## src/core/hbm_pkg.sv

```systemverilog
// Package of constants for the H-bridge motor control and fault logic.
// Assumes a single 20 MHz system clock and a synchronous reset.
`default_nettype none
package hbm_pkg;
  // ****************************************************************
  // Timing
  // ****************************************************************
  localparam int unsigned CLK_HZ          = 20_000_000;
  localparam int unsigned PWM_HZ          = 44_500;
  localparam int unsigned PWM_PERIOD      = CLK_HZ / PWM_HZ;
  localparam int unsigned RAMP_MS         = 12;
  localparam int unsigned RAMP_TOTAL      = CLK_HZ / 1000 * RAMP_MS;
  localparam int unsigned RAMP_STEP_CYC   = RAMP_TOTAL / 256;
  localparam int unsigned ILIM_FILT_US    = 3;
  localparam int unsigned ILIM_FILT_CYC   = (CLK_HZ / 1_000_000) * ILIM_FILT_US;
  localparam int unsigned ILIM_FAULT_MS   = 275;
  localparam int unsigned ILIM_FAULT_CYC  = CLK_HZ / 1000 * ILIM_FAULT_MS;
  localparam int unsigned OCP_DEGLITCH_US = 2;
  localparam int unsigned OCP_DEGLITCH_CYC =
    (CLK_HZ / 1_000_000) * OCP_DEGLITCH_US;
  // ****************************************************************
  // Fixed widths and values
  // ****************************************************************
  localparam int unsigned DUTY_W      = 8;
  localparam logic [7:0]  DUTY_FULL   = 8'hFF;
  localparam logic [7:0]  DUTY_ZERO   = 8'h00;
  localparam int unsigned VDIV_SHIFT  = 2;
  localparam int unsigned ADC_W       = 10;
  localparam int unsigned CNT_W       = 24;
  localparam int unsigned STAT_W      = 4;
  localparam logic [3:0]  STAT_RST    = 4'h0;
  localparam logic [3:0]  MASK_RST    = 4'hF;
  // Status bit positions
  localparam int unsigned ST_ILIM = 0;
  localparam int unsigned ST_OCP  = 1;
  localparam int unsigned ST_OTS  = 2;
  localparam int unsigned ST_UV   = 3;
  // Register indices
  localparam logic [1:0] ADDR_STATUS = 2'h0;
  localparam logic [1:0] ADDR_MASK   = 2'h1;
  localparam logic [1:0] ADDR_LIVE   = 2'h2;
  localparam logic [1:0] ADDR_DUTY   = 2'h3;
  // Bridge modes
  typedef enum logic [1:0] {
    HBM_COAST   = 2'b00,
    HBM_REVERSE = 2'b01,
    HBM_FORWARD = 2'b10,
    HBM_BRAKE   = 2'b11
  } hbm_mode_t;
endpackage : hbm_pkg
`default_nettype wire

```

## src/core/hbm_core.sv

```systemverilog
// H-bridge motor control and fault logic: direction decode, regulated
// PWM with soft start, current limit, protection and alarm output.
// Assumes analog comparators and ADC codes arrive synchronous to sys_clk.
`default_nettype none
module hbm_core (
  input  wire logic                       sys_clk,
  input  wire logic                       rst,
  input  wire logic                       dir_ctrl_a,
  input  wire logic                       dir_ctrl_b,
  input  wire logic [hbm_pkg::ADC_W-1:0]  speed_setpoint_in,
  input  wire logic [hbm_pkg::ADC_W-1:0]  out_diff_in,
  input  wire logic [hbm_pkg::ADC_W-1:0]  supply_in,
  input  wire logic                       sense_resistor_in,
  input  wire logic [1:0]                 hs_overcurrent_in,
  input  wire logic [1:0]                 ls_overcurrent_in,
  input  wire logic                       overtemp_in,
  input  wire logic                       low_supply_in,
  input  wire logic [1:0]                 reg_addr,
  input  wire logic [7:0]                 reg_wdata,
  input  wire logic                       reg_wr,
  input  wire logic                       reg_rd,
  output logic [7:0]                      reg_rdata,
  output logic                            irq,
  output logic [1:0]                      hs_gate,
  output logic [1:0]                      ls_gate,
  output logic                            sleep_out,
  output logic                            alarm_out_n
);
  // ****************************************************************
  // Reset and mode decode
  // ****************************************************************
  logic      lrst;
  logic      coast;
  logic      drive;
  logic      brake;
  logic      prev_drive_q;
  logic      prev_drive_d;
  logic      start_drive;
  hbm_pkg::hbm_mode_t mode;

  // Low supply resets the control logic like a power-on; status, mask, read data and alarm registers reset on rst only
  assign lrst = rst | low_supply_in;
  assign mode = hbm_pkg::hbm_mode_t'({dir_ctrl_a, dir_ctrl_b});
  assign coast = (mode == hbm_pkg::HBM_COAST);
  assign brake = (mode == hbm_pkg::HBM_BRAKE);
  assign drive = (mode == hbm_pkg::HBM_FORWARD) ||
                 (mode == hbm_pkg::HBM_REVERSE);
  assign prev_drive_d = drive;
  // Soft start triggers when driving follows coast, brake or reset, not on a direct reversal
  assign start_drive = drive & ~prev_drive_q;

  // ****************************************************************
  // Persistence timers
  // ****************************************************************
  logic ilim_active;
  logic ilim_long;
  logic ocp_raw;
  logic ocp_hit;

  // Short filter rejects sense spikes at switching edges
  hbm_timer #(.LIMIT(hbm_pkg::ILIM_FILT_CYC)) u_ilim_filt (
    .sys_clk (sys_clk),
    .rst     (lrst),
    .cond    (sense_resistor_in & drive),
    .expired (ilim_active)
  );

  // Long timer only runs while limiting is actually in force
  hbm_timer #(.LIMIT(hbm_pkg::ILIM_FAULT_CYC)) u_ilim_long (
    .sys_clk (sys_clk),
    .rst     (lrst),
    .cond    (ilim_active),
    .expired (ilim_long)
  );

  // Per-transistor flags, separate from the current-limit path
  assign ocp_raw = |{hs_overcurrent_in, ls_overcurrent_in};
  hbm_timer #(.LIMIT(hbm_pkg::OCP_DEGLITCH_CYC)) u_ocp (
    .sys_clk (sys_clk),
    .rst     (lrst),
    .cond    (ocp_raw),
    .expired (ocp_hit)
  );

  // ****************************************************************
  // Fault latches
  // ****************************************************************
  logic ilim_alarm_q;
  logic ilim_alarm_d;
  logic ocp_latch_q;
  logic ocp_latch_d;
  logic bridge_off;

  always_comb begin
    ilim_alarm_d = ilim_alarm_q;
    if (ilim_long) begin
      ilim_alarm_d = 1'b1;
    end else if (coast) begin
      ilim_alarm_d = 1'b0;
    end
    // Only rst or a low-supply event releases this latch
    ocp_latch_d = ocp_latch_q | ocp_hit;
  end

  always_ff @(posedge sys_clk) begin
    if (lrst) begin
      ilim_alarm_q <= 1'b0;
      ocp_latch_q  <= 1'b0;
      prev_drive_q <= 1'b0;
    end else begin
      ilim_alarm_q <= ilim_alarm_d;
      ocp_latch_q  <= ocp_latch_d;
      prev_drive_q <= prev_drive_d;
    end
  end

  assign bridge_off = ocp_latch_q | overtemp_in | low_supply_in;

  // ****************************************************************
  // Duty regulation
  // ****************************************************************
  logic [hbm_pkg::DUTY_W-1:0] duty_q;
  logic [hbm_pkg::DUTY_W-1:0] duty_d;
  logic [hbm_pkg::DUTY_W-1:0] ceil_q;
  logic [hbm_pkg::DUTY_W-1:0] ceil_d;
  logic [15:0]                rstep_q;
  logic [15:0]                rstep_d;
  logic [hbm_pkg::ADC_W+3:0]  avg_q;
  logic [hbm_pkg::ADC_W+3:0]  avg_d;
  logic [hbm_pkg::ADC_W-1:0]  avg_div;
  logic                       bypass;
  logic                       pwm_on;
  logic                       pwm_start;

  // Setpoint is a quarter of target voltage, so compare against four times
  assign bypass = ({2'b00, speed_setpoint_in} << hbm_pkg::VDIV_SHIFT) >
                  {2'b00, supply_in};
  // Averaged differential voltage, scaled down by four
  assign avg_div = avg_q[hbm_pkg::ADC_W+3:4] >> hbm_pkg::VDIV_SHIFT;

  always_comb begin
    // First-order averaging filter, weight one sixteenth
    avg_d = avg_q - (avg_q >> 4) + {4'h0, out_diff_in};
    rstep_d = rstep_q;
    ceil_d  = ceil_q;
    duty_d  = duty_q;
    if (start_drive || !drive) begin
      ceil_d  = hbm_pkg::DUTY_ZERO;
      duty_d  = hbm_pkg::DUTY_ZERO;
      rstep_d = 16'h0000;
    end else begin
      // Ramp ceiling climbs one code per step, full in about 12 ms
      if (rstep_q >= 16'(hbm_pkg::RAMP_STEP_CYC - 1)) begin
        rstep_d = 16'h0000;
        if (ceil_q != hbm_pkg::DUTY_FULL) begin
          ceil_d = ceil_q + 8'h01;
        end
      end else begin
        rstep_d = rstep_q + 16'h0001;
      end
      // Adjust once per PWM period to keep the loop slow and stable
      if (pwm_start) begin
        if (ilim_active) begin
          if (duty_q != hbm_pkg::DUTY_ZERO) begin
            duty_d = duty_q - 8'h01;
          end
        end else if (bypass) begin
          duty_d = hbm_pkg::DUTY_FULL;
        end else if (avg_div < speed_setpoint_in) begin
          if (duty_q != hbm_pkg::DUTY_FULL) begin
            duty_d = duty_q + 8'h01;
          end
        end else if (avg_div > speed_setpoint_in) begin
          if (duty_q != hbm_pkg::DUTY_ZERO) begin
            duty_d = duty_q - 8'h01;
          end
        end
      end
      // Soft-start ceiling bounds every path, full duty included
      if (duty_d > ceil_d) begin
        duty_d = ceil_d;
      end
    end
  end

  always_ff @(posedge sys_clk) begin
    if (lrst) begin
      duty_q  <= hbm_pkg::DUTY_ZERO;
      ceil_q  <= hbm_pkg::DUTY_ZERO;
      rstep_q <= 16'h0000;
      avg_q   <= '0;
    end else begin
      duty_q  <= duty_d;
      ceil_q  <= ceil_d;
      rstep_q <= rstep_d;
      avg_q   <= avg_d;
    end
  end

  hbm_pwm u_pwm (
    .sys_clk      (sys_clk),
    .rst          (lrst),
    .duty         (duty_q),
    .on_time      (pwm_on),
    .period_start (pwm_start)
  );

  // ****************************************************************
  // Gate drive, index 0 is output one, index 1 output two
  // ****************************************************************
  logic [1:0] hs_d;
  logic [1:0] ls_d;
  logic [1:0] hs_q;
  logic [1:0] ls_q;
  logic       sleep_q;

  always_comb begin
    hs_d = 2'b00;
    ls_d = 2'b00;
    if (bridge_off || coast) begin
      hs_d = 2'b00;
      ls_d = 2'b00;
    end else if (brake) begin
      hs_d = 2'b11;
    end else if (!pwm_on) begin
      // Off-time recirculates through both high sides
      hs_d = 2'b11;
    end else if (mode == hbm_pkg::HBM_FORWARD) begin
      hs_d = 2'b01;
      ls_d = 2'b10;
    end else begin
      hs_d = 2'b10;
      ls_d = 2'b01;
    end
  end

  always_ff @(posedge sys_clk) begin
    if (lrst) begin
      hs_q    <= 2'b00;
      ls_q    <= 2'b00;
      sleep_q <= 1'b1;
    end else begin
      hs_q    <= hs_d;
      ls_q    <= ls_d;
      sleep_q <= coast;
    end
  end

  assign hs_gate   = hs_q;
  assign ls_gate   = ls_q;
  assign sleep_out = sleep_q;

  // ****************************************************************
  // Status, mask and alarm
  // ****************************************************************
  logic [3:0] live;
  logic [3:0] stat_q;
  logic [3:0] stat_d;
  logic [3:0] mask_q;
  logic [3:0] mask_d;
  logic [7:0] rdata_q;
  logic [7:0] rdata_d;
  logic       alarm_q;

  assign live = {low_supply_in, overtemp_in, ocp_latch_q, ilim_alarm_q};

  always_comb begin
    stat_d  = stat_q;
    mask_d  = mask_q;
    rdata_d = 8'h00;
    if (reg_rd) begin
      unique case (reg_addr)
        hbm_pkg::ADDR_STATUS: rdata_d = {4'h0, stat_q};
        hbm_pkg::ADDR_MASK:   rdata_d = {4'h0, mask_q};
        hbm_pkg::ADDR_LIVE:   rdata_d = {4'h0, live};
        hbm_pkg::ADDR_DUTY:   rdata_d = duty_q;
      endcase
      if (reg_addr == hbm_pkg::ADDR_STATUS) begin
        stat_d = hbm_pkg::STAT_RST;
      end
    end
    if (reg_wr && reg_addr == hbm_pkg::ADDR_MASK) begin
      mask_d = reg_wdata[3:0];
    end
    // Set wins over read-clear so no event is lost
    stat_d = stat_d | live;
  end

  always_ff @(posedge sys_clk) begin
    if (rst) begin
      stat_q  <= hbm_pkg::STAT_RST;
      mask_q  <= hbm_pkg::MASK_RST;
      rdata_q <= 8'h00;
      alarm_q <= 1'b0;
    end else begin
      stat_q  <= stat_d;
      mask_q  <= mask_d;
      rdata_q <= rdata_d;
      alarm_q <= |live;
    end
  end

  assign reg_rdata   = rdata_q;
  assign irq         = |(stat_q & mask_q);
  // Low supply alarms at once, without waiting on a register
  assign alarm_out_n = ~(alarm_q | low_supply_in);
endmodule : hbm_core
`default_nettype wire

```

## src/core/hbm_pwm.sv

```systemverilog
// PWM carrier: free-running period counter and on-time compare.
// Assumes a duty code where full scale means always on.
`default_nettype none
module hbm_pwm (
  input  wire logic                      sys_clk,
  input  wire logic                      rst,
  input  wire logic [hbm_pkg::DUTY_W-1:0] duty,
  output logic                           on_time,
  output logic                           period_start
);
  // ****************************************************************
  // Carrier
  // ****************************************************************
  localparam logic [8:0] PER = 9'(hbm_pkg::PWM_PERIOD - 1);
  logic [8:0] ph_q;
  logic [8:0] ph_d;
  logic       on_q;
  logic       on_d;
  logic [16:0] scaled;

  // Scale duty to period; full code is forced to 100 percent by the compare below
  assign scaled = 17'(duty) * 17'(PER + 9'h001);

  always_comb begin
    ph_d = (ph_q == PER) ? 9'h000 : ph_q + 9'h001;
    if (duty == hbm_pkg::DUTY_FULL) begin
      on_d = 1'b1;
    end else begin
      on_d = ({8'h00, ph_d} < scaled[16:8]) ? 1'b1 : 1'b0;
    end
  end

  always_ff @(posedge sys_clk) begin
    if (rst) begin
      ph_q <= 9'h000;
      on_q <= 1'b0;
    end else begin
      ph_q <= ph_d;
      on_q <= on_d;
    end
  end

  assign on_time      = on_q;
  assign period_start = (ph_q == PER);
endmodule : hbm_pwm
`default_nettype wire

```

## src/core/hbm_timer.sv

```systemverilog
// Persistence timer: counts while its condition holds, then holds expired high until it drops.
// Assumes the condition is synchronous to sys_clk.
`default_nettype none
module hbm_timer #(
  parameter int unsigned LIMIT = 40
) (
  input  wire logic sys_clk,
  input  wire logic rst,
  input  wire logic cond,
  output logic      expired
);
  // ****************************************************************
  // Counter
  // ****************************************************************
  logic [hbm_pkg::CNT_W-1:0] cnt_q;
  logic [hbm_pkg::CNT_W-1:0] cnt_d;
  logic                      exp_q;
  logic                      exp_d;
  localparam logic [hbm_pkg::CNT_W-1:0] LIM = LIMIT[hbm_pkg::CNT_W-1:0];

  // Restart whenever the condition drops
  always_comb begin
    cnt_d = cnt_q;
    exp_d = exp_q;
    if (!cond) begin
      cnt_d = '0;
      exp_d = 1'b0;
    end else if (cnt_q < LIM) begin
      cnt_d = cnt_q + 1'b1;
    end else begin
      exp_d = 1'b1;
    end
  end

  // Register stage
  always_ff @(posedge sys_clk) begin
    if (rst) begin
      cnt_q <= '0;
      exp_q <= 1'b0;
    end else begin
      cnt_q <= cnt_d;
      exp_q <= exp_d;
    end
  end

  assign expired = exp_q;
endmodule : hbm_timer
`default_nettype wire

```

## config.mk

```make
export PLATFORM = sky130hd
export DESIGN_NAME = hbm_core
export DESIGN_NICKNAME = d
export VERILOG_FILES = /design/src/core/hbm_pkg.sv /design/src/core/hbm_core.sv /design/src/core/hbm_pwm.sv /design/src/core/hbm_timer.sv
export SDC_FILE = /design/constraint.sdc
export NUM_CORES = 1
export LEC_CHECK = 0
export BUFFER_PORTS_ARGS = -buffer_cell sky130_fd_sc_hd__buf_2
export CORE_AREA = 2 2 162 164
export CTS_CLUSTER_SIZE = 10
export DETAILED_ROUTE_END_ITERATION = 10
export DIE_AREA = 0 0 164 166
export GPL_TIMING_DRIVEN = 0
export MAX_ROUTING_LAYER = met4
export PLACE_DENSITY_LB_ADDON = 0.12
export RECOVER_POWER = 25
export SYNTH_ARGS = -nofsm -noshare
export SYNTH_HDL_FRONTEND = slang
export SYNTH_SLANG_ARGS = --single-unit
```

## constraint.sdc

```tcl
create_clock -name sys_clk -period 3.86 [get_ports sys_clk]
set_input_delay 0.579 -clock sys_clk [delete_from_list [all_inputs] [get_ports sys_clk]]
set_output_delay 0.579 -clock sys_clk [all_outputs]
set_load 0.01 [all_outputs]
```

==> results.sh <==
export IMPL_max_cap_violations=0
export IMPL_hp_class="reg -> reg"
export IMPL_grt_use_total_pct=15.9
export IMPL_nNetsFinal=1277
export IMPL_die_y_um=166
export IMPL_cts_tree="done"
export IMPL_ios=68
export IMPL_gp_congestion=0.814
export IMPL_drive_above_1_share_pct=17.3
export IMPL_grt_pass1_vias=6899
export IMPL_layoutNonFillerInstCount=1459
export IMPL_peakVddDrop_uv=322
export IMPL_crit_arrival_ns=4.27
export IMPL_ys_async_sr_fraction_pct=0
export IMPL_hold_buffers=0
export IMPL_root_buffer="clkbuf_16"
export IMPL_gr_total_overflow=0
export IMPL_end_kind="flip-flop"
export IMPL_remaining_drc_errors=0
export IMPL_synthCells=999
export IMPL_period_needed_ns=3.90
export IMPL_grt_pass1_wl_mm=33.8
export IMPL_leakagePower_nw=4.59
export IMPL_firstDrtPassIters=5
export IMPL_core_area_um2=25600
export IMPL_worst_clock_skew_ns=0.0175
export IMPL_via_per_inst=4.77
export IMPL_power_switching_mw=1.68
export IMPL_drt_iter0_drc=298
export IMPL_synth_edf_count=0
export IMPL_portBuffers=61
export IMPL_maxSlewHeadroom_pct=56.3
export IMPL_synth_ff_type="dfxtp_1"
export IMPL_synth_cell_types=65
export IMPL_rsz0062_at_grt="yes"
export IMPL_netlist_area_um2=8840
export IMPL_post_place_cells=1400
export IMPL_wire_per_inst_um=13.8
export IMPL_cts_sinks=156
export IMPL_maxSlewViolCount=0
export IMPL_seq_power_share_pct=34.8
export IMPL_final_common_cell="dfxtp_1"
export IMPL_antenna_found_initial=1
export IMPL_n_fill_cell=2586
export IMPL_fin_crit_sh_pct=101
export IMPL_yosysSeqAreaShare_pct=35.3
export IMPL_antenna_left=0
export IMPL_cp_max_fo=6
export IMPL_tightest_slew_ns=0.655
export IMPL_hpwl_mm=15.1
export IMPL_syn_area_per_cell_um2=8.85
export IMPL_violations="setup timing"
export IMPL_synth_seq_cells=156
export IMPL_setup_viol=3
export IMPL_worstSetupPathType="reg -> reg"
export IMPL_grt_max_degree=17
export IMPL_combPwrFrac_pct=31.3
export IMPL_hold_viol_final=0
export IMPL_htreeDepth=4
export IMPL_crit_path_start_kind="flip-flop"
export IMPL_totalWireLength_mm=20.1
export IMPL_die_area_um2=27200
export IMPL_intPower_mw=3.38
export IMPL_hold_slack_ns=0.450
export IMPL_cts_clk_slew_worst_paths_ns=0.07
export IMPL_fmax_ghz=0.256
export IMPL_clkPwrFrac_pct=33.9
export IMPL_swShare_pct=33.2
export IMPL_yosys_warnings=0
export IMPL_final_cell_mix="dfxtp_1, inv_1, nor2_1"
export IMPL_required_ns=4.23
export IMPL_seqCellArea_um2=3170
export IMPL_dr_total_vias=6963
export IMPL_status="finished, violations left"
export IMPL_area_growth_pct=21.7
export IMPL_multi_input_comb_area_um2=5490
export IMPL_cts_made_buffers=17
export IMPL_p_per_area_nw_per_um2=470
export IMPL_rows=59
export IMPL_die_w_um=164
export IMPL_fin_ws_ns=-0.0432
export IMPL_dp_slack_ns=-0.664
export IMPL_insertion_delay_ns=0.42
export IMPL_clockBufferDepth=2
export IMPL_start_util_pct=34.5
-- power groups by stage --
stage / clock [mW] / combinational [mW] / sequential, mW
4_1_cts: 1.77 / 1.58 / 1.76
3_5_place_dp: 0 / 1.47 / 1.80
2_1_floorplan: 0 / 1.17 / 1.77
5_1_grt: 1.84 / 1.82 / 1.77
6_report: 1.71 / 1.58 / 1.76
3_3_place_gp: 0 / 1.47 / 1.80
-- Yosys cell counts (24+ instances only) --
library cell / instances / area (um2)
dfxtp_1: 156 / 3120
inv_1: 118 / 443
nor2_1: 98 / 368
ha_1: 97 / 1210
and2_1: 49 / 307
nand2_1: 48 / 180
a21oi_1: 47 / 235
o21ai_0: 38 / 190
nand3_1: 30 / 150
xnor2_1: 30 / 263
xor2_1: 27 / 236
nor3_1: 24 / 120
-- state kept, by name (all words and copies together) (netlist names), 8 cells and up --
name	cells
avg_q	14
reg_rdata	8
u_ilim_filt.cnt_q	24
duty_q	8
u_ilim_long.cnt_q	24
u_ocp.cnt_q	24
ceil_q	8
rstep_q	16
u_pwm.ph_q	9
-- layout make-up --
class / count / area share, %
clock inverters: 13 / 1.45
flip-flops and latches: 156 / 29.5
repair buffers: 88 / 4.78
clock buffers: 19 / 4.02
well taps: 335 / 3.90
plain buffers: 22 / 1.19
multi-input cells: 707 / 51.0
diodes: 1 / 0.0233
inverters: 118 / 4.12
-- logic make-up (layout without fill, tap and decap cells) --
group | Yosys count | after routing | synth area share [%]
adder cells (fa/ha/maj) | 114 | 114 | 17.6
AND/OR/NAND/NOR | 350 | 350 | 20.6
buffers and inverters | 141 | 260 | 6.30
other | 1 | 7 | 0.0424
XOR/XNOR | 57 | 57 | 5.65
AO/OA/AOI/OAI | 160 | 160 | 11.6
multiplexers | 20 | 20 | 2.90
flip-flops | 156 | 156 | 35.3
-- path summary, 6_finish.rpt --
path / from / end / slack, ns / cells after the start
worst min-delay path: u_ocp.cnt_q[20] / u_ocp.cnt_q[20] / 0.45 / 1
worst min register to register: u_ocp.cnt_q[20] / u_ocp.cnt_q[20] / 0.45 / 1
worst max register to register: avg_q[9] / duty_q[1] / -0.04 / 16
worst max-delay path: avg_q[9] / duty_q[1] / -0.04 / 16
-- what timing repair did --
item | in CTS | in global routing
endpoints found under the hold margin | 0 | 0
gates resized for setup | 56 | 32
endpoints found under the setup margin | 9 | 9
setup buffers | 20 | 6
pin swaps | 18 | 11
cloned | 1 | 0
-- metrics by stage --
stage	area, um2	util, %	setup TNS (ns)	power (mW)
after CTS	10600	41.3	0	5.12
final	10800	42.0	-0.0979	5.06
after global routing	10800	42.0	-1.62	5.42
after global placement	9640	37.6	-5.66	3.27
after floorplan	8920	-	-0.158	2.94
after detailed placement	9640	37.6	-5.36	3.27
-- per-layer routing --
layer  global-route usage (%)  up-vias  share of wire, %
li1                         -     3646                 -
met1                     21.1     3185                50
met2                     25.0      117                45
met3                     2.70       15               3.5
met4                     4.08        0              0.86
met5                        -        -                 0
-- worst max-delay path, stage by stage, from the launching register on --
cell,delay (ns)
dfxtp_4,0.37
ha_4,0.26
nand4_1,0.15
a21oi_2,0.25
o31a_1,0.30
nor2_2,0.08
a221o_1,0.36
a221o_1,0.37
ha_4,0.24
nand2b_1,0.07
a21oi_1,0.08
o31a_1,0.26
o21a_1,0.22
o31ai_4,0.39
buf_4,0.20
o21ai_2,0.05
o21ba_4,0.21
Note: power is estimated with default switching activity, not from simulation.
